==> config.mk <==
export PLATFORM = sky130hd
export DESIGN_NAME = byte_mover_flat
export DESIGN_NICKNAME = d
export VERILOG_FILES = /design/src/verilog/byte_mover_pkg.sv /design/src/verilog/byte_mover_if.sv /design/src/verilog/byte_mover.sv /design/src/flat_wrapper.sv
export SDC_FILE = /design/constraint.sdc
export NUM_CORES = 1
export LEC_CHECK = 0
export ABC_AREA = 1
export BUFFER_PORTS_ARGS = -buffer_cell sky130_fd_sc_hd__clkbuf_2
export CAP_MARGIN = 20
export CELL_PAD_IN_SITES_DETAIL_PLACEMENT = 0
export CELL_PAD_IN_SITES_GLOBAL_PLACEMENT = 1
export CORE_MARGIN = 5
export CORE_UTILIZATION = 29
export DETAILED_ROUTE_END_ITERATION = 16
export PLACE_DENSITY_LB_ADDON = 0.1
export SYNTH_ARGS = -nofsm -noshare
export SYNTH_HDL_FRONTEND = slang
export SYNTH_SLANG_ARGS = --single-unit
==> constraint.sdc <==
create_clock -name clk_i -period 17.45 [get_ports clk_i]
set_input_delay 3.49 -clock clk_i [delete_from_list [all_inputs] [get_ports clk_i]]
set_output_delay 3.49 -clock clk_i [all_outputs]
set_load 0.01 [all_outputs]
==> src/verilog/byte_mover_pkg.sv <==
// Constants shared by both ends of the seven-channel byte mover.
// Assumes both ends run on one system clock with one reset.
//
// Operation
// Per-channel enable bit gates data movement
// Full flag when offset equals size minus one
// Config bit 7 enables full-length interrupt
// Mid flag at half size, odd rounds up
// Config bit 6 enables mid-point interrupt
// Flags stay set until software clears
// Busy bit reads one while channel transfers
// Writing busy one forces transfer start
// Three-bit pointer, code seven is invalid
// Indirect registers follow the channel pointer
// Offset counts zero to size minus one
// Wrap bit returns offset to zero
// Stall bit blocks new transfers until cleared
// Endian bit orders multi-byte transfers
// Config bits 3:0 pick transfer function
// Twelve-bit base address is start address
// Offset increments per byte, address base+offset
// Software zeroes offset before a transfer
// Ten-bit size gives maximum byte count
// Unused register bits read zero
// Lowest channel wins at transaction boundaries
// Processor access makes engine wait
// Size, base, offset writes ignored while busy
// Interrupt when enabled flag is set

package byte_mover_pkg;

    localparam int         NUM_CHAN    = 7;
    localparam logic [2:0] CHAN_BAD    = 3'h7;
    localparam int         RAM_AW      = 12;
    localparam int         RAM_DEPTH   = 4096;
    localparam int         OFS_W       = 10;

    // Register offsets on the special-function bus
    localparam logic [7:0] ADDR_CFG     = 8'hC9;
    localparam logic [7:0] ADDR_BASE_LO = 8'hCA;
    localparam logic [7:0] ADDR_BASE_HI = 8'hCB;
    localparam logic [7:0] ADDR_OFS_LO  = 8'hCC;
    localparam logic [7:0] ADDR_OFS_HI  = 8'hCD;
    localparam logic [7:0] ADDR_SIZE_LO = 8'hCE;
    localparam logic [7:0] ADDR_SIZE_HI = 8'hCF;
    localparam logic [7:0] ADDR_PTR     = 8'hD1;
    localparam logic [7:0] ADDR_EN      = 8'hD2;
    localparam logic [7:0] ADDR_FULL    = 8'hD3;
    localparam logic [7:0] ADDR_HALF    = 8'hD4;
    localparam logic [7:0] ADDR_BUSY    = 8'hD5;
    localparam logic [7:0] ADDR_MODE    = 8'hD6;
    localparam logic [7:0] REG_RESET    = 8'h00;

    // Field positions
    localparam int CFG_FULL_IE = 7;
    localparam int CFG_HALF_IE = 6;
    localparam int CFG_STALL   = 5;
    localparam int CFG_ENDIAN  = 4;
    localparam int MODE_WRAP   = 0;

    // Transfer function codes
    localparam logic [3:0] FN_RAM_TO_ENC  = 4'h0;
    localparam logic [3:0] FN_ENC_TO_RAM  = 4'h1;
    localparam logic [3:0] FN_RAM_TO_CRC  = 4'h2;
    localparam logic [3:0] FN_RAM_TO_SER  = 4'h3;
    localparam logic [3:0] FN_SER_TO_RAM  = 4'h4;
    localparam logic [3:0] FN_RAM_TO_KEY  = 4'h5;
    localparam logic [3:0] FN_RAM_TO_BLK  = 4'h6;
    localparam logic [3:0] FN_RAM_TO_XOR  = 4'h7;
    localparam logic [3:0] FN_CIPH_TO_RAM = 4'h8;

    // Last byte lane of a transaction
    localparam logic [1:0] ENC_LAST_LANE  = 2'h2;
    localparam logic [1:0] BYTE_LAST_LANE = 2'h0;

endpackage : byte_mover_pkg

==> src/verilog/byte_mover_if.sv <==
// Link between the byte mover engine and its system side.
// Assumes one clock; the system side arbitrates RAM and bus.
`timescale 1ns/1ps
`default_nettype none

interface byte_mover_if;
    logic [7:0]  sfr_addr;   // Register address
    logic [7:0]  sfr_wdata;  // Register write data
    logic        sfr_wr;     // Register write strobe
    logic        sfr_rd;     // Register read strobe
    logic [7:0]  sfr_rdata;  // Register read data, next cycle
    logic [11:0] ram_addr;   // Engine RAM address
    logic [7:0]  ram_wdata;  // Engine RAM write data
    logic        ram_we;     // Engine RAM write
    logic        ram_re;     // Engine RAM read
    logic [7:0]  ram_rdata;  // RAM data, cycle after read
    logic [3:0]  per_func;   // Transfer function
    logic [1:0]  per_lane;   // Peripheral byte lane
    logic [7:0]  per_wdata;  // Byte to peripheral
    logic        per_we;     // Peripheral write
    logic        per_re;     // Peripheral read
    logic [7:0]  per_rdata;  // Peripheral data, cycle after read
    logic        hold;       // Processor owns bus or RAM

    modport engine (
        input  sfr_addr, sfr_wdata, sfr_wr, sfr_rd, ram_rdata,
        input  per_rdata, hold,
        output sfr_rdata, ram_addr, ram_wdata, ram_we, ram_re,
        output per_func, per_lane, per_wdata, per_we, per_re
    );

    modport system (
        output sfr_addr, sfr_wdata, sfr_wr, sfr_rd, ram_rdata,
        output per_rdata, hold,
        input  sfr_rdata, ram_addr, ram_wdata, ram_we, ram_re,
        input  per_func, per_lane, per_wdata, per_we, per_re
    );
endinterface : byte_mover_if

`default_nettype wire

==> src/verilog/byte_mover.sv <==
// Seven-channel byte mover engine with indirect channel registers.
// Assumes the system side returns read data one cycle after a strobe.
//
// Design decision made here: the plain strobed port.
`timescale 1ns/1ps
`default_nettype none

module byte_mover (
    input  wire logic       clk_i,      // System clock
    input  wire logic       rst_i,      // Async reset, high
    input  wire logic       ce_i,       // Clock enable
    input  wire logic [6:0] chan_req_i, // Peripheral requests
    output logic            irq_o,      // Interrupt request
    byte_mover_if.engine    link        // System link
);

    localparam int NCH = byte_mover_pkg::NUM_CHAN;
    localparam logic [NCH-1:0] ONE = {{(NCH-1){1'b0}}, 1'b1};

    typedef enum logic [1:0] {ST_IDLE, ST_FETCH, ST_STORE, ST_WRITE}
        state_t;

    logic [7:0]     cfg_ff  [NCH];
    logic [11:0]    base_ff [NCH];
    logic [9:0]     ofs_ff  [NCH];
    logic [9:0]     size_ff [NCH];
    logic [NCH-1:0] wrap_ff;
    logic [NCH-1:0] en_ff;
    logic [NCH-1:0] full_ff;
    logic [NCH-1:0] half_ff;
    logic [NCH-1:0] run_ff;
    logic [NCH-1:0] done_ff;
    logic [2:0]     sel_ff;
    state_t         state_ff;
    logic [2:0]     chan_ff;
    logic [1:0]     lane_ff;
    logic [1:0]     last_lane_ff;
    logic [3:0]     func_ff;
    logic           endian_ff;
    logic [11:0]    addr_ff;
    logic [7:0]     data_ff;
    logic [7:0]     rdata_ff;

    logic           sel_ok_w;
    logic [2:0]     idx_w;
    logic           wr_w;
    logic           ind_wr_w;
    logic [NCH-1:0] cur_w;
    logic [NCH-1:0] busy_w;
    logic [NCH-1:0] elig_w;
    logic [2:0]     pick_w;
    logic           to_ram_w;
    logic           last_w;
    logic [10:0]    mid_w;
    logic           step_w;
    logic           done_w;
    logic           end_w;
    logic [NCH-1:0] stop_w;
    logic [NCH-1:0] force_w;
    logic [NCH-1:0] ofs_wr_w;
    logic [NCH-1:0] full_ie_w;
    logic [NCH-1:0] half_ie_w;

    // Indirect access follows the pointer; code seven reaches nothing
    assign sel_ok_w = (sel_ff != byte_mover_pkg::CHAN_BAD);
    assign idx_w    = sel_ok_w ? sel_ff : 3'h0;
    assign wr_w     = ce_i && link.sfr_wr;
    assign ind_wr_w = wr_w && sel_ok_w;

    // Busy is a forced run or the channel now on the bus
    assign cur_w  = (state_ff != ST_IDLE) ? (ONE << chan_ff) : '0;
    assign busy_w = run_ff | cur_w;

    // Eligible channels and lowest-numbered pick
    always_comb
    begin
        elig_w = en_ff & ~done_ff & (chan_req_i | run_ff);
        for (int c = 0; c < NCH; c++)
        begin
            full_ie_w[c] = cfg_ff[c][byte_mover_pkg::CFG_FULL_IE];
            half_ie_w[c] = cfg_ff[c][byte_mover_pkg::CFG_HALF_IE];
            if (cfg_ff[c][byte_mover_pkg::CFG_STALL])
                elig_w[c] = 1'b0;
        end
        pick_w = 3'h0;
        for (int c = NCH - 1; c >= 0; c--)
        begin
            if (elig_w[c])
                pick_w = 3'(c);
        end
    end

    // Direction of the latched function
    assign to_ram_w = (func_ff == byte_mover_pkg::FN_ENC_TO_RAM) ||
                      (func_ff == byte_mover_pkg::FN_SER_TO_RAM) ||
                      (func_ff == byte_mover_pkg::FN_CIPH_TO_RAM);

    // Completion and mid-point of the active channel
    assign last_w = (ofs_ff[chan_ff] == size_ff[chan_ff] - 10'h001);
    assign mid_w  = 11'(({1'b0, size_ff[chan_ff]} + 11'h001) >> 1);
    assign step_w = ce_i && (state_ff == ST_WRITE) && !link.hold;
    assign done_w = step_w && last_w;
    assign end_w  = step_w && (last_w || (lane_ff == last_lane_ff));

    // Per-channel events
    assign stop_w  = (done_w && !wrap_ff[chan_ff]) ? cur_w : '0;
    assign force_w = (wr_w && link.sfr_addr == byte_mover_pkg::ADDR_BUSY)
                   ? link.sfr_wdata[NCH-1:0] : '0;
    assign ofs_wr_w = (ind_wr_w && !busy_w[idx_w] &&
                       (link.sfr_addr == byte_mover_pkg::ADDR_OFS_LO ||
                        link.sfr_addr == byte_mover_pkg::ADDR_OFS_HI))
                    ? (ONE << idx_w) : '0;

    // Link strobes, gated by processor hold
    assign link.ram_addr  = addr_ff;
    assign link.ram_wdata = data_ff;
    assign link.per_wdata = data_ff;
    assign link.per_func  = func_ff;
    assign link.per_lane  = endian_ff ? (last_lane_ff - lane_ff)
                                      : lane_ff;
    assign link.ram_re = ce_i && (state_ff == ST_FETCH) && !to_ram_w &&
                         !link.hold;
    assign link.per_re = ce_i && (state_ff == ST_FETCH) && to_ram_w &&
                         !link.hold;
    assign link.ram_we = step_w && to_ram_w;
    assign link.per_we = step_w && !to_ram_w;
    assign link.sfr_rdata = rdata_ff;

    // Interrupt from any enabled flag
    assign irq_o = |((full_ff & full_ie_w) | (half_ff & half_ie_w));

    // Transfer sequencer
    always_ff @(posedge clk_i or posedge rst_i)
    begin
        if (rst_i)
        begin
            state_ff     <= ST_IDLE;
            chan_ff      <= 3'h0;
            lane_ff      <= 2'h0;
            last_lane_ff <= 2'h0;
            func_ff      <= 4'h0;
            endian_ff    <= 1'b0;
            addr_ff      <= 12'h000;
            data_ff      <= 8'h00;
        end
        else if (ce_i)
        begin
            case (state_ff)
                ST_IDLE:
                begin
                    if (|elig_w)
                    begin
                        chan_ff   <= pick_w;
                        lane_ff   <= 2'h0;
                        func_ff   <= cfg_ff[pick_w][3:0];
                        endian_ff <= cfg_ff[pick_w][byte_mover_pkg::CFG_ENDIAN];
                        last_lane_ff <=
                            (cfg_ff[pick_w][3:0] ==
                             byte_mover_pkg::FN_RAM_TO_ENC ||
                             cfg_ff[pick_w][3:0] ==
                             byte_mover_pkg::FN_ENC_TO_RAM)
                            ? byte_mover_pkg::ENC_LAST_LANE
                            : byte_mover_pkg::BYTE_LAST_LANE;
                        addr_ff <= base_ff[pick_w] +
                                   {2'h0, ofs_ff[pick_w]};
                        state_ff <= ST_FETCH;
                    end
                end
                ST_FETCH:
                begin
                    if (!link.hold)
                        state_ff <= ST_STORE;
                end
                ST_STORE:
                begin
                    data_ff  <= to_ram_w ? link.per_rdata : link.ram_rdata;
                    state_ff <= ST_WRITE;
                end
                ST_WRITE:
                begin
                    if (end_w)
                        state_ff <= ST_IDLE;
                    else if (step_w)
                    begin
                        lane_ff  <= lane_ff + 2'h1;
                        addr_ff  <= addr_ff + 12'h001;
                        state_ff <= ST_FETCH;
                    end
                end
                default:
                    state_ff <= ST_IDLE;
            endcase
        end
    end

    // Offset counter, base and size of each channel
    always_ff @(posedge clk_i or posedge rst_i)
    begin
        if (rst_i)
        begin
            for (int c = 0; c < NCH; c++)
            begin
                base_ff[c] <= 12'h000;
                ofs_ff[c]  <= 10'h000;
                size_ff[c] <= 10'h000;
            end
        end
        else
        begin
            for (int c = 0; c < NCH; c++)
            begin
                if (step_w && chan_ff == 3'(c))
                begin
                    if (last_w)
                        ofs_ff[c] <= wrap_ff[c] ? 10'h000 : ofs_ff[c];
                    else
                        ofs_ff[c] <= ofs_ff[c] + 10'h001;
                end
                else if (ind_wr_w && idx_w == 3'(c) && !busy_w[c])
                begin
                    case (link.sfr_addr)
                        byte_mover_pkg::ADDR_BASE_LO:
                            base_ff[c][7:0] <= link.sfr_wdata;
                        byte_mover_pkg::ADDR_BASE_HI:
                            base_ff[c][11:8] <= link.sfr_wdata[3:0];
                        byte_mover_pkg::ADDR_OFS_LO:
                            ofs_ff[c][7:0] <= link.sfr_wdata;
                        byte_mover_pkg::ADDR_OFS_HI:
                            ofs_ff[c][9:8] <= link.sfr_wdata[1:0];
                        byte_mover_pkg::ADDR_SIZE_LO:
                            size_ff[c][7:0] <= link.sfr_wdata;
                        byte_mover_pkg::ADDR_SIZE_HI:
                            size_ff[c][9:8] <= link.sfr_wdata[1:0];
                        default:
                            ;
                    endcase
                end
            end
        end
    end

    // Configuration and wrap mode of each channel
    always_ff @(posedge clk_i or posedge rst_i)
    begin
        if (rst_i)
        begin
            for (int c = 0; c < NCH; c++)
                cfg_ff[c] <= byte_mover_pkg::REG_RESET;
            wrap_ff <= '0;
        end
        else if (ind_wr_w)
        begin
            if (link.sfr_addr == byte_mover_pkg::ADDR_CFG)
                cfg_ff[idx_w] <= link.sfr_wdata;
            if (link.sfr_addr == byte_mover_pkg::ADDR_MODE)
                wrap_ff[idx_w] <= link.sfr_wdata[byte_mover_pkg::MODE_WRAP];
        end
    end

    // Pointer and enables
    always_ff @(posedge clk_i or posedge rst_i)
    begin
        if (rst_i)
        begin
            sel_ff <= 3'h0;
            en_ff  <= '0;
        end
        else if (wr_w)
        begin
            if (link.sfr_addr == byte_mover_pkg::ADDR_PTR)
                sel_ff <= link.sfr_wdata[2:0];
            if (link.sfr_addr == byte_mover_pkg::ADDR_EN)
                en_ff <= link.sfr_wdata[NCH-1:0];
        end
    end

    // Sticky flags, forced runs and completion; set wins over clear
    always_ff @(posedge clk_i or posedge rst_i)
    begin
        if (rst_i)
        begin
            full_ff <= '0;
            half_ff <= '0;
            run_ff  <= '0;
            done_ff <= '0;
        end
        else if (ce_i)
        begin
            full_ff <= (full_ff &
                ~((wr_w && link.sfr_addr == byte_mover_pkg::ADDR_FULL)
                  ? ~link.sfr_wdata[NCH-1:0] : '0))
                | (done_w ? cur_w : '0);
            half_ff <= (half_ff &
                ~((wr_w && link.sfr_addr == byte_mover_pkg::ADDR_HALF)
                  ? ~link.sfr_wdata[NCH-1:0] : '0))
                | ((step_w && {1'b0, ofs_ff[chan_ff]} == mid_w)
                   ? cur_w : '0);
            run_ff  <= (run_ff & ~stop_w) | force_w;
            done_ff <= (done_ff & ~(force_w | ofs_wr_w)) | stop_w;
        end
    end

    // Register read data, one cycle after the strobe
    always_ff @(posedge clk_i or posedge rst_i)
    begin
        if (rst_i)
            rdata_ff <= byte_mover_pkg::REG_RESET;
        else if (ce_i && link.sfr_rd)
        begin
            case (link.sfr_addr)
                byte_mover_pkg::ADDR_CFG:
                    rdata_ff <= sel_ok_w ? cfg_ff[idx_w] : 8'h00;
                byte_mover_pkg::ADDR_BASE_LO:
                    rdata_ff <= sel_ok_w ? base_ff[idx_w][7:0] : 8'h00;
                byte_mover_pkg::ADDR_BASE_HI:
                    rdata_ff <= sel_ok_w ? {4'h0, base_ff[idx_w][11:8]}
                                         : 8'h00;
                byte_mover_pkg::ADDR_OFS_LO:
                    rdata_ff <= sel_ok_w ? ofs_ff[idx_w][7:0] : 8'h00;
                byte_mover_pkg::ADDR_OFS_HI:
                    rdata_ff <= sel_ok_w ? {6'h00, ofs_ff[idx_w][9:8]}
                                         : 8'h00;
                byte_mover_pkg::ADDR_SIZE_LO:
                    rdata_ff <= sel_ok_w ? size_ff[idx_w][7:0] : 8'h00;
                byte_mover_pkg::ADDR_SIZE_HI:
                    rdata_ff <= sel_ok_w ? {6'h00, size_ff[idx_w][9:8]}
                                         : 8'h00;
                byte_mover_pkg::ADDR_MODE:
                    rdata_ff <= sel_ok_w ? {7'h00, wrap_ff[idx_w]} : 8'h00;
                byte_mover_pkg::ADDR_PTR:  rdata_ff <= {5'h00, sel_ff};
                byte_mover_pkg::ADDR_EN:   rdata_ff <= {1'b0, en_ff};
                byte_mover_pkg::ADDR_FULL: rdata_ff <= {1'b0, full_ff};
                byte_mover_pkg::ADDR_HALF: rdata_ff <= {1'b0, half_ff};
                byte_mover_pkg::ADDR_BUSY: rdata_ff <= {1'b0, busy_w};
                default:                   rdata_ff <= 8'h00;
            endcase
        end
    end

endmodule : byte_mover

`default_nettype wire

==> src/flat_wrapper.sv <==
// flat-port wrapper written by rule: the top's interface ports become plain ports
module byte_mover_flat 
  (clk_i, rst_i, ce_i, chan_req_i, irq_o, link_sfr_addr, link_sfr_wdata, link_sfr_wr, link_sfr_rd, link_ram_rdata, link_per_rdata, link_hold, link_sfr_rdata, link_ram_addr, link_ram_wdata, link_ram_we, link_ram_re, link_per_func, link_per_lane, link_per_wdata, link_per_we, link_per_re);
  byte_mover_if link_i ();
  input  wire logic clk_i;
  input  wire logic rst_i;
  input  wire logic ce_i;
  input  wire logic [6:0] chan_req_i;
  output logic irq_o;
  input wire logic [$bits(link_i.sfr_addr)-1:0] link_sfr_addr;
  input wire logic [$bits(link_i.sfr_wdata)-1:0] link_sfr_wdata;
  input wire logic [$bits(link_i.sfr_wr)-1:0] link_sfr_wr;
  input wire logic [$bits(link_i.sfr_rd)-1:0] link_sfr_rd;
  input wire logic [$bits(link_i.ram_rdata)-1:0] link_ram_rdata;
  input wire logic [$bits(link_i.per_rdata)-1:0] link_per_rdata;
  input wire logic [$bits(link_i.hold)-1:0] link_hold;
  output wire logic [$bits(link_i.sfr_rdata)-1:0] link_sfr_rdata;
  output wire logic [$bits(link_i.ram_addr)-1:0] link_ram_addr;
  output wire logic [$bits(link_i.ram_wdata)-1:0] link_ram_wdata;
  output wire logic [$bits(link_i.ram_we)-1:0] link_ram_we;
  output wire logic [$bits(link_i.ram_re)-1:0] link_ram_re;
  output wire logic [$bits(link_i.per_func)-1:0] link_per_func;
  output wire logic [$bits(link_i.per_lane)-1:0] link_per_lane;
  output wire logic [$bits(link_i.per_wdata)-1:0] link_per_wdata;
  output wire logic [$bits(link_i.per_we)-1:0] link_per_we;
  output wire logic [$bits(link_i.per_re)-1:0] link_per_re;
  assign link_i.sfr_addr = link_sfr_addr;
  assign link_i.sfr_wdata = link_sfr_wdata;
  assign link_i.sfr_wr = link_sfr_wr;
  assign link_i.sfr_rd = link_sfr_rd;
  assign link_i.ram_rdata = link_ram_rdata;
  assign link_i.per_rdata = link_per_rdata;
  assign link_i.hold = link_hold;
  assign link_sfr_rdata = link_i.sfr_rdata;
  assign link_ram_addr = link_i.ram_addr;
  assign link_ram_wdata = link_i.ram_wdata;
  assign link_ram_we = link_i.ram_we;
  assign link_ram_re = link_i.ram_re;
  assign link_per_func = link_i.per_func;
  assign link_per_lane = link_i.per_lane;
  assign link_per_wdata = link_i.per_wdata;
  assign link_per_we = link_i.per_we;
  assign link_per_re = link_i.per_re;
  byte_mover u_core (.clk_i(clk_i), .rst_i(rst_i), .ce_i(ce_i), .chan_req_i(chan_req_i), .irq_o(irq_o), .link(link_i));
endmodule
; ---- Yosys cells after proc, flatten, opt, wreduce, memory -nomap -nowiden
; Index checks and enable logic that the tools add are counted.
[op_classes]
add_sub_neg = 13
multipliers = 0
div_mod_pow = 0
n_lt_le_gt_ge = 7
n_eq_ne = 48
n_shift = 2
mux = 117
bitwise_logic = 32
n_reduce_logical = 139
[op_table]
columns = operator, n
row1 = 10-bit two-way mux, 38
row2 = 10-bit binary-select mux with 3-bit select, 5
row3 = 3-bit AND reduction, 43
row4 = 8-bit == test (second input constant), 13
row5 = 8-bit one-hot mux with 13 select lines, 1
row6 = 12-bit two-way mux, 7
row7 = 12-bit binary-select mux with 3-bit select, 2
row8 = 8-bit two-way mux, 9
row9 = 10-bit by 1-bit adder with 10-bit output (second input constant), 7
row10 = 7-bit bitwise AND, 8
row11 = 56-bit bitwise mux, 1
row12 = 7-bit two-way mux, 8
row13 = 7-bit OR, 8
row14 = 8-bit binary-select mux with 3-bit select, 2
row15 = 2-bit nonzero test, 23
row16 = 1-bit logical AND, 44
row17 = 7-bit inverter, 6
row18 = 8-bit demux with 3-bit select, 1
row19 = 2-bit two-way mux, 12
row20 = 3-bit two-way mux, 8
row21 = 12-bit one-hot mux with 2 select lines, 1
row22 = 3-bit by 2-bit inequality test with 1-bit output (second input constant), 7
row23 = 10-bit == test, 2
row24 = 3-bit == test (second input constant), 6
row25 = other kinds (42), 96
[word_totals]
regBits = 367
latch_bits = 0
ramBits = 0
romBits = 0
inputBits = 45
word_cells = 423
mem_count = 0

; ---- Logic depth before layout (Yosys ltp)
; Gate-level depths: netlist (run 1).
[depth]
word_depth = 18
depth_mapped = 28

; ---- Worst setup path after synthesis (run 1)
; No wires, ideal clock.
[synth_path]
path_kind = in2out
from = input port ce_i
to = output port link_per_we
arrival_ns = 4.472
t_required_ns = 13.960
slack_ns = 9.488
path_stages = 5
path_buffers = 1
path_cell_list = buf_2 inv_1 nor3_4 inv_2 nor2_1
[synth_via]
elab_chain_cells = 3
[synth_rtl]
columns = item, line
row1 = from (decl), flat_wrapper.sv:7  ; input wire logic ce_i;
row2 = 1-bit logical AND (2 in a row), byte_mover.sv:101  ; assign step_w = ce_i && (state_ff == ST_WRITE) && !link.hold;
row3 = 1-bit logical AND, byte_mover.sv:126  ; assign link.per_we = step_w && !to_ram_w;
row4 = to (decl), flat_wrapper.sv:25  ; output wire logic [$bits(link_i.per_we)-1:0] link_per_we;
; Every way passes these cells.

; ---- Final worst setup path (run 1)
; Ends and elaborated chain as after synthesis.

==> flow_summary_export.csv, run 1 <==
group,metric,value,unit
min_path,hold_path.class,"reg -> reg",
synth,yosysMostFrequentCell,"nand2_1",
sta,layout_min_cycle_time,8.55,ns
critical_path,start_kind,"input pin",
sta,setup_viol,0,
clock_tree,cts_resized,0,
sta,rsz0062_at_grt,"false",
critical_path,crit_type,"in -> out",
critical_path,cp.arrival,5.06,ns
detailed_routing,num_vias,25700,
sta,tightest_slew,1.25,ns
clock_tree,cts_tree,"done",
synth,synth_nets,3616,
synth,synth_cell_type_count,64,
synth,yosys.area.top_type,"dfrtp_1",
sta,finalHoldViolCount,0,
synth,synthFlopType,"dfrtp_1",
sta,maxSlewViolCount,0,
clock_tree,cts.sinks,366,
critical_path,path_cells,"clkbuf_2 -> inv_1 -> nor3_4 -> inv_2 -> nor2_1 -> clkbuf_2",
synth,synth_seq_cells,366,
die,initial_core_util,29.2,%
detailed_routing,first_iter_violations,2878,
synth,yosysWarnings,0,
grt,grt_overflow,0,
place,port_buffers,91,
finish,layout-drive-gt1-share,8.10,%
clock_tree,clk_latency,0.66,ns
synth,synth_top_area_share,38.1,%
critical_path,crit_buf_inv,4,
grt,grt_pass1_wl,179000,um
pwr,irDropWorstVdd,0.0756,mV
sta,fin_hold_ws,0.486,ns
sta,skew,0.0700,ns
die,io_pins,92,
synth,synthCells,3545,
detailed_routing,drc,0,
synth,synthTopCellsByArea,"dfrtp_1, nand2_1, o21ai_0",
sta,setup-tns-final,0,ns
critical_path,path_delay_family,"buffers and inverters",
synth,synth.cells.most_frequent,"nand2_1, o21ai_0, dfrtp_1, inv_1, nor2_1",
finish,nNetsFinal,3623,
critical_path,slowest_delay,0.46,ns
die,core,82100,um^2
synth,synth_area,24000,um^2
synth,avgSynthCellArea,6.77,um^2
die,die_h,298,um
detailed_routing,ant_nets,0,
critical_path,critPathMaxFanout,10,
clock_tree,cts_made_buffers,50,
job,drv_cap,0,
die,fp-row-count,105,
detailed_routing,dr.pass1.iters,6,
outcome,status,"complete, no violations",
clock_tree,ctsHoldBuffers,0,
grt,grt_max_degree,81,
detailed_routing,routedWlPerCell,26.8,um
critical_path,slowest_stage,"nor3_4",
pwr,p_leak,12.9,nW
clock_tree,path_clk_slew,0.06,ns
pwr,p_per_area,109,nW/um^2
die,dieArea,88700,um^2
sta,timing.slew.headroom,16.6,%
critical_path,worstSetupEndpointType,"primary output",
grt,groute.usage.overall,27.2,%
finish,syn_to_final_growth,13.1,%
finish,n_fill_cell,8941,
die,die_width,298,um
synth,postSynth.asyncResetShare,100,%
critical_path,worstSetupPathDepth,6,
clock_tree,clock_path_buffers,3,
min_path,hold_depth,2,
synth,synth_seq_area_share,38.1,%
place,place_congestion,0.944,
place,place_hpwl,90300,um
sta,fin_crit_sh,49.0,%
detailed_routing,wirelength,125000,um
critical_path,cp.required,13.96,ns
synth,synth_edf_count,0,
grt,first_global_vias,24400,
clock_tree,cts_max_level,2,
clock_tree,cts_setup_buffers,0,
sta,fmax,0.117,GHz
critical_path,r2r.worst_path.cells,20,
clock_tree,cts-root-buf,"clkbuf_16",
detailed_routing,viasPerCell,5.52,
grt,antenna_found_initial,5,
critical_path,cp_common_cell,"clkbuf_2",
## worst min-delay path: cells and delay by family, from the launching register on
family	cells	cell delay [ns]
AND/OR/NAND/NOR	1	0.05
flip-flops	1	0.34
AO/OA/AOI/OAI	1	0.06
## path summary, 6_finish.rpt
check | slack [ns] | endpoint | from
worst max-delay path | 8.90 | link_per_we | ce_i
worst min register to register | 0.49 | u_core.base_ff[15] | u_core.base_ff[15]
worst min-delay path | 0.49 | u_core.base_ff[15] | u_core.base_ff[15]
worst max register to register | 11.91 | u_core.ofs_ff[63] | u_core.chan_ff[1]
max in group asynchronous | 11.84 | u_core.size_ff[26] | rst_i
min in group asynchronous | 2.85 | u_core.cfg_ff[11] | rst_i
## cells in the final DEF (no fill, tap or decap), drive strengths merged, types with 54 or more instances in the layout
cell,netlist,layout
inv,295,296
nand2,1209,1209
clkbuf,138,161
nor2,267,267
o21ai,518,518
a21oi,106,106
dfrtp,366,366
buf,52,54
nand3,200,200
o22ai,63,63
## through the flow
stage / setup WS (ns) / instance area, um^2 / util [%] / total power, mW / std cells
6_report: 8.90 / 27200 / 33.1 / 2.97 / 4663
3_5_place_dp: 8.94 / 25400 / 30.9 / 1.86 / 4569
4_1_cts: 8.93 / 27100 / 33.1 / 2.99 / 4661
2_1_floorplan: 3.80 / 24000 / - / 1.51 / 3545
5_1_grt: 8.79 / 27200 / 33.1 / 3.10 / 4662
3_3_place_gp: 8.98 / 25400 / 30.9 / 1.86 / 4569
## power breakdown
group | internal (mW) | total, mW | switching (mW)
Clock | 0.668 | 1.11 | 0.447
Sequential | 0.940 | 1.13 | 0.194
Combinational | 0.213 | 0.723 | 0.510
Total | 1.82 | 2.97 | 1.15
## cell type report
type	instances	area (um^2)	share of cell area [%]
Tap cell	1070	1340	4.93
Antenna cell	1	2.50	0.00921
Timing Repair Buffer	145	881	3.24
Clock inverter	22	343	1.26
Clock buffer	70	1440	5.29
Sequential cell	366	9160	33.7
Multi-Input combinational cell	2688	12900	47.4
Inverter	301	1140	4.20
## sequential cells by signal, summed over array words and instances, names as in the netlist, 8 cells and up
name / cells
u_core.link.sfr_rdata: 8
u_core.base_ff: 84
u_core.ofs_ff: 70
u_core.link.per_wdata: 8
u_core.size_ff: 70
u_core.cfg_ff: 56
u_core.link.ram_addr: 12
## per-layer routing
layer / vias up / track usage [%] / part of all wire [%]
met1: 12700 / 38.3 / 45
met5: - / 0 / 0.0088
li1: 11800 / - / -
met3: 203 / 3.73 / 6.5
met2: 1045 / 42.8 / 44
met4: 2 / 9.68 / 4.1
## cell families after synthesis
kind of cell               share of synthesized area, %
xor gates and xnor gates                           1.60
buffers and inverters                              8.35
adders and majority gates                          1.39
DFF                                                38.1
AOI/OAI and AO/OA                                  20.3
muxes                                            0.0834
and+or+nand+nor                                    30.2
Power figures use the tool's default switching activity.
==> run 2, diff against run 1 <==
Settings changed: ABC_AREA 1 to 0.
Clock period 17.45 ns to 8.3 ns, I/O delays scaled along.
==> run 2 against run 1 <==
Against the previous run: combinational power grew 150%; worst setup slack lost 6.8 ns; sequential power grew 83%; via count shrank 17%; die area shrank 1.4%; wire length shrank 16%; register-to-register slack lost 9.5 ns; critical path depth grew 14; worst hold slack lost 0.0087 ns; utilization is essentially flat; highest routed layer is now met4.
==> flow_summary_export.csv, run 2 <==
group,metric,value,unit
outcome,status,"complete, no violations",
synth,synth_fa_ha_area_share,1.41,%
min_path,worstHoldStart,"u_core.link.sfr_rdata[0]",
clock_tree,clk_latency,0.61,ns
detailed_routing,viasPerCell,5.86,
synth,synth.mux.area_fraction,20.0,%
pwr,p_per_area,225,nW/um^2
grt,grt_overflow,0,
critical_path,cp.arrival,6.64,ns
clock_tree,cts-root-buf,"clkbuf_16",
sta,skew,0.0287,ns
detailed_routing,wirelength,105000,um
die,fp-row-count,104,
synth,synth.cells.most_frequent,"dfrtp_1, nand2_1, mux2_2, o21ai_0, nor2_1",
clock_tree,cts_setup_buffers,0,
detailed_routing,routedWlPerCell,29.1,um
pwr,seq_power_share,34.5,%
grt,grt_pass1_wl,153000,um
clock_tree,clock_path_buffers,3,
die,core,80700,um^2
detailed_routing,drc,0,
synth,synthFlopType,"dfrtp_1",
sta,layout_min_cycle_time,6.17,ns
sta,setup-tns-final,0,ns
sta,setup_viol,0,
finish,regMostFlops,"u_core.base_ff",
synth,synth_xor_area_share,1.30,%
place,preCtsSetupSlack,1.60,ns
clock_tree,path_clk_slew,0.05,ns
synth,synth_edf_count,0,
pwr,irDropWorstVdd,0.151,mV
synth,synth_top_area_share,38.7,%
finish,layout_commonest_cell,"dfrtp_1",
finish,nNetsFinal,2602,
pwr,power.share.switching,36.9,%
clock_tree,ctsHoldBuffers,0,
synth,synthCells,2517,
clock_tree,cts_made_buffers,49,
sta,maxSlewViolCount,0,
finish,syn_to_final_growth,12.9,%
die,die_width,296,um
synth,yosysMostFrequentCell,"dfrtp_1",
sta,fmax,0.162,GHz
min_path,min_to,"u_core.link.sfr_rdata[0]",
die,dieArea,87400,um^2
place,place_congestion,0.902,
clock_tree,cts_max_level,2,
critical_path,timing.rr.end,"u_core.ofs_ff[5]",
critical_path,critPathMaxFanout,31,
pwr,p_int,3.79,mW
die,io_pins,92,
finish,n_fill_cell,8391,
sta,finalHoldViolCount,0,
critical_path,cp.required,8.77,ns
synth,synth_nets,2588,
detailed_routing,dr.pass1.iters,6,
synth,avgSynthCellArea,9.40,um^2
synth,postSynth.asyncResetShare,100,%
synth,synthTopCellsByArea,"dfrtp_1, mux2_2, nand2_1",
job,drv_cap,0,
detailed_routing,first_iter_violations,2151,
synth,synth_simple_gate_area_share,15.3,%
place,place_hpwl,74700,um
place,port_buffers,91,
grt,first_global_vias,20700,
clock_tree,cts.sinks,366,
critical_path,r2r.worst_path.cells,14,
finish,final_cell_mix,"dfrtp_1, nand2_1, mux2_2, o21ai_0, nor2_1",
pwr,comb_power_share,29.8,%
sta,fin_crit_sh,74.3,%
synth,yosys.area.top_type,"dfrtp_1",
finish,reg_top3,"u_core.base_ff: 84 flops, u_core.ofs_ff: 70 flops, u_core.size_ff: 70 flops",
finish,layout-drive-gt1-share,21.8,%
min_path,hold_path.class,"reg -> reg",
clock_tree,cts_tree,"done",
sta,fin_ws,2.13,ns
finish,post-route-util,33.1,%
synth,synth_seq_area_share,38.7,%
synth,synth-compound-area-share,18.8,%
pwr,power.share.clock,35.7,%
die,initial_core_util,29.3,%
detailed_routing,num_vias,21300,
sta,rsz0062_at_grt,"false",
pwr,p_switching,2.22,mW
critical_path,start_kind,"input pin",
die,die_h,296,um
grt,grt_max_degree,156,
synth,synth_seq_cells,366,
synth,synth_top_family_by_area,"multiplexers",
critical_path,rrSetupSlack,2.41,ns
min_path,hold_depth,2,
sta,tightest_slew,1.13,ns
pwr,p_leak,11.5,nW
critical_path,crit_type,"in -> reg",
detailed_routing,ant_nets,0,
sta,timing.slew.headroom,23.6,%
critical_path,r2r-start,"u_core.chan_ff[0]",
synth,yosysWarnings,0,
grt,groute.usage.overall,23.5,%
grt,antenna_found_initial,6,
finish,largest_reg_flops,84,
synth,synth_area,23700,um^2
clock_tree,cts_resized,0,
critical_path,worstSetupEndpointType,"flip-flop",
synth,synth_cell_type_count,83,
[run 2: through the flow]
step	instances	hold WS, ns	power [mW]	instance area [um^2]
after detailed placement	3539	0.477	3.87	25100
after global routing	3629	0.523	6.30	26700
after floorplan	2517	0.482	3.21	23700
after global placement	3539	0.465	3.86	25100
after CTS	3628	0.490	6.04	26700
final	3630	0.477	6.01	26700
[run 2: kinds of logic after synthesis]
logic type               after synthesis
adder cells (fa/ha/maj)               26
multiplexers                         400
AND/OR/NAND/NOR                      771
buffers and inverters                247
flip-flops                           366
XOR/XNOR                              32
AO/OA/AOI/OAI                        675
[run 2: power groups by stage]
stage,combinational [mW],sequential [mW],clock (mW)
4_1_cts,1.78,2.07,2.20
2_1_floorplan,1.17,2.05,0
3_5_place_dp,1.77,2.10,0
3_3_place_gp,1.77,2.10,0
6_report,1.79,2.07,2.15
5_1_grt,1.94,2.09,2.27
[run 2: worst max path at each step]
stage                        startpoint                       end  slack, ns  depth (start not counted)
final                     chan_req_i[1]  u_core.link.ram_addr[11]       2.13                         20
after global routing      chan_req_i[1]  u_core.link.ram_addr[11]       1.75                         20
after CTS                 chan_req_i[1]  u_core.link.ram_addr[11]       2.16                         20
after detailed placement  chan_req_i[1]  u_core.link.ram_addr[11]       1.60                         20
after global placement    chan_req_i[3]  u_core.link.ram_addr[11]       1.67                         21
after floorplan                   rst_i         u_core.base_ff[0]       1.73                          1
[run 2: layer usage]
metal  global-route usage [%]  vias up  routed length, um
li1                         -     9368                  -
met1                     34.3    10900              48400
met2                     36.4      831              46700
met3                     3.34      167               6930
met4                     7.22        0               3530
met5                        0        -                  0
[run 2: critical path, cell delays in order]
cell	delay, ns
clkbuf_2	0.09
nor2_1	0.04
nor4b_1	0.91
a211o_2	0.68
buf_4	0.44
and2_1	0.18
a211oi_1	0.05
a311oi_1	0.23
a21o_1	0.16
ha_1	0.24
a21o_1	0.18
a21oi_1	0.23
o21ai_0	0.18
o41ai_1	0.43
o21bai_1	0.11
a21oi_1	0.23
nor2b_1	0.07
o21ai_0	0.20
xor2_1	0.19
o211ai_1	0.11
[run 2: cell type report]
cell class	count	area [um^2]	share of cell area, %
tap	1060	1330	4.96
antenna	1	2.50	0.00936
inverter	63	240	0.899
timing repair buffer	147	901	3.37
sequential	366	9170	34.3
clock inverter	17	181	0.679
multi-input combinational	1904	13500	50.4
clock buffer	72	1430	5.36
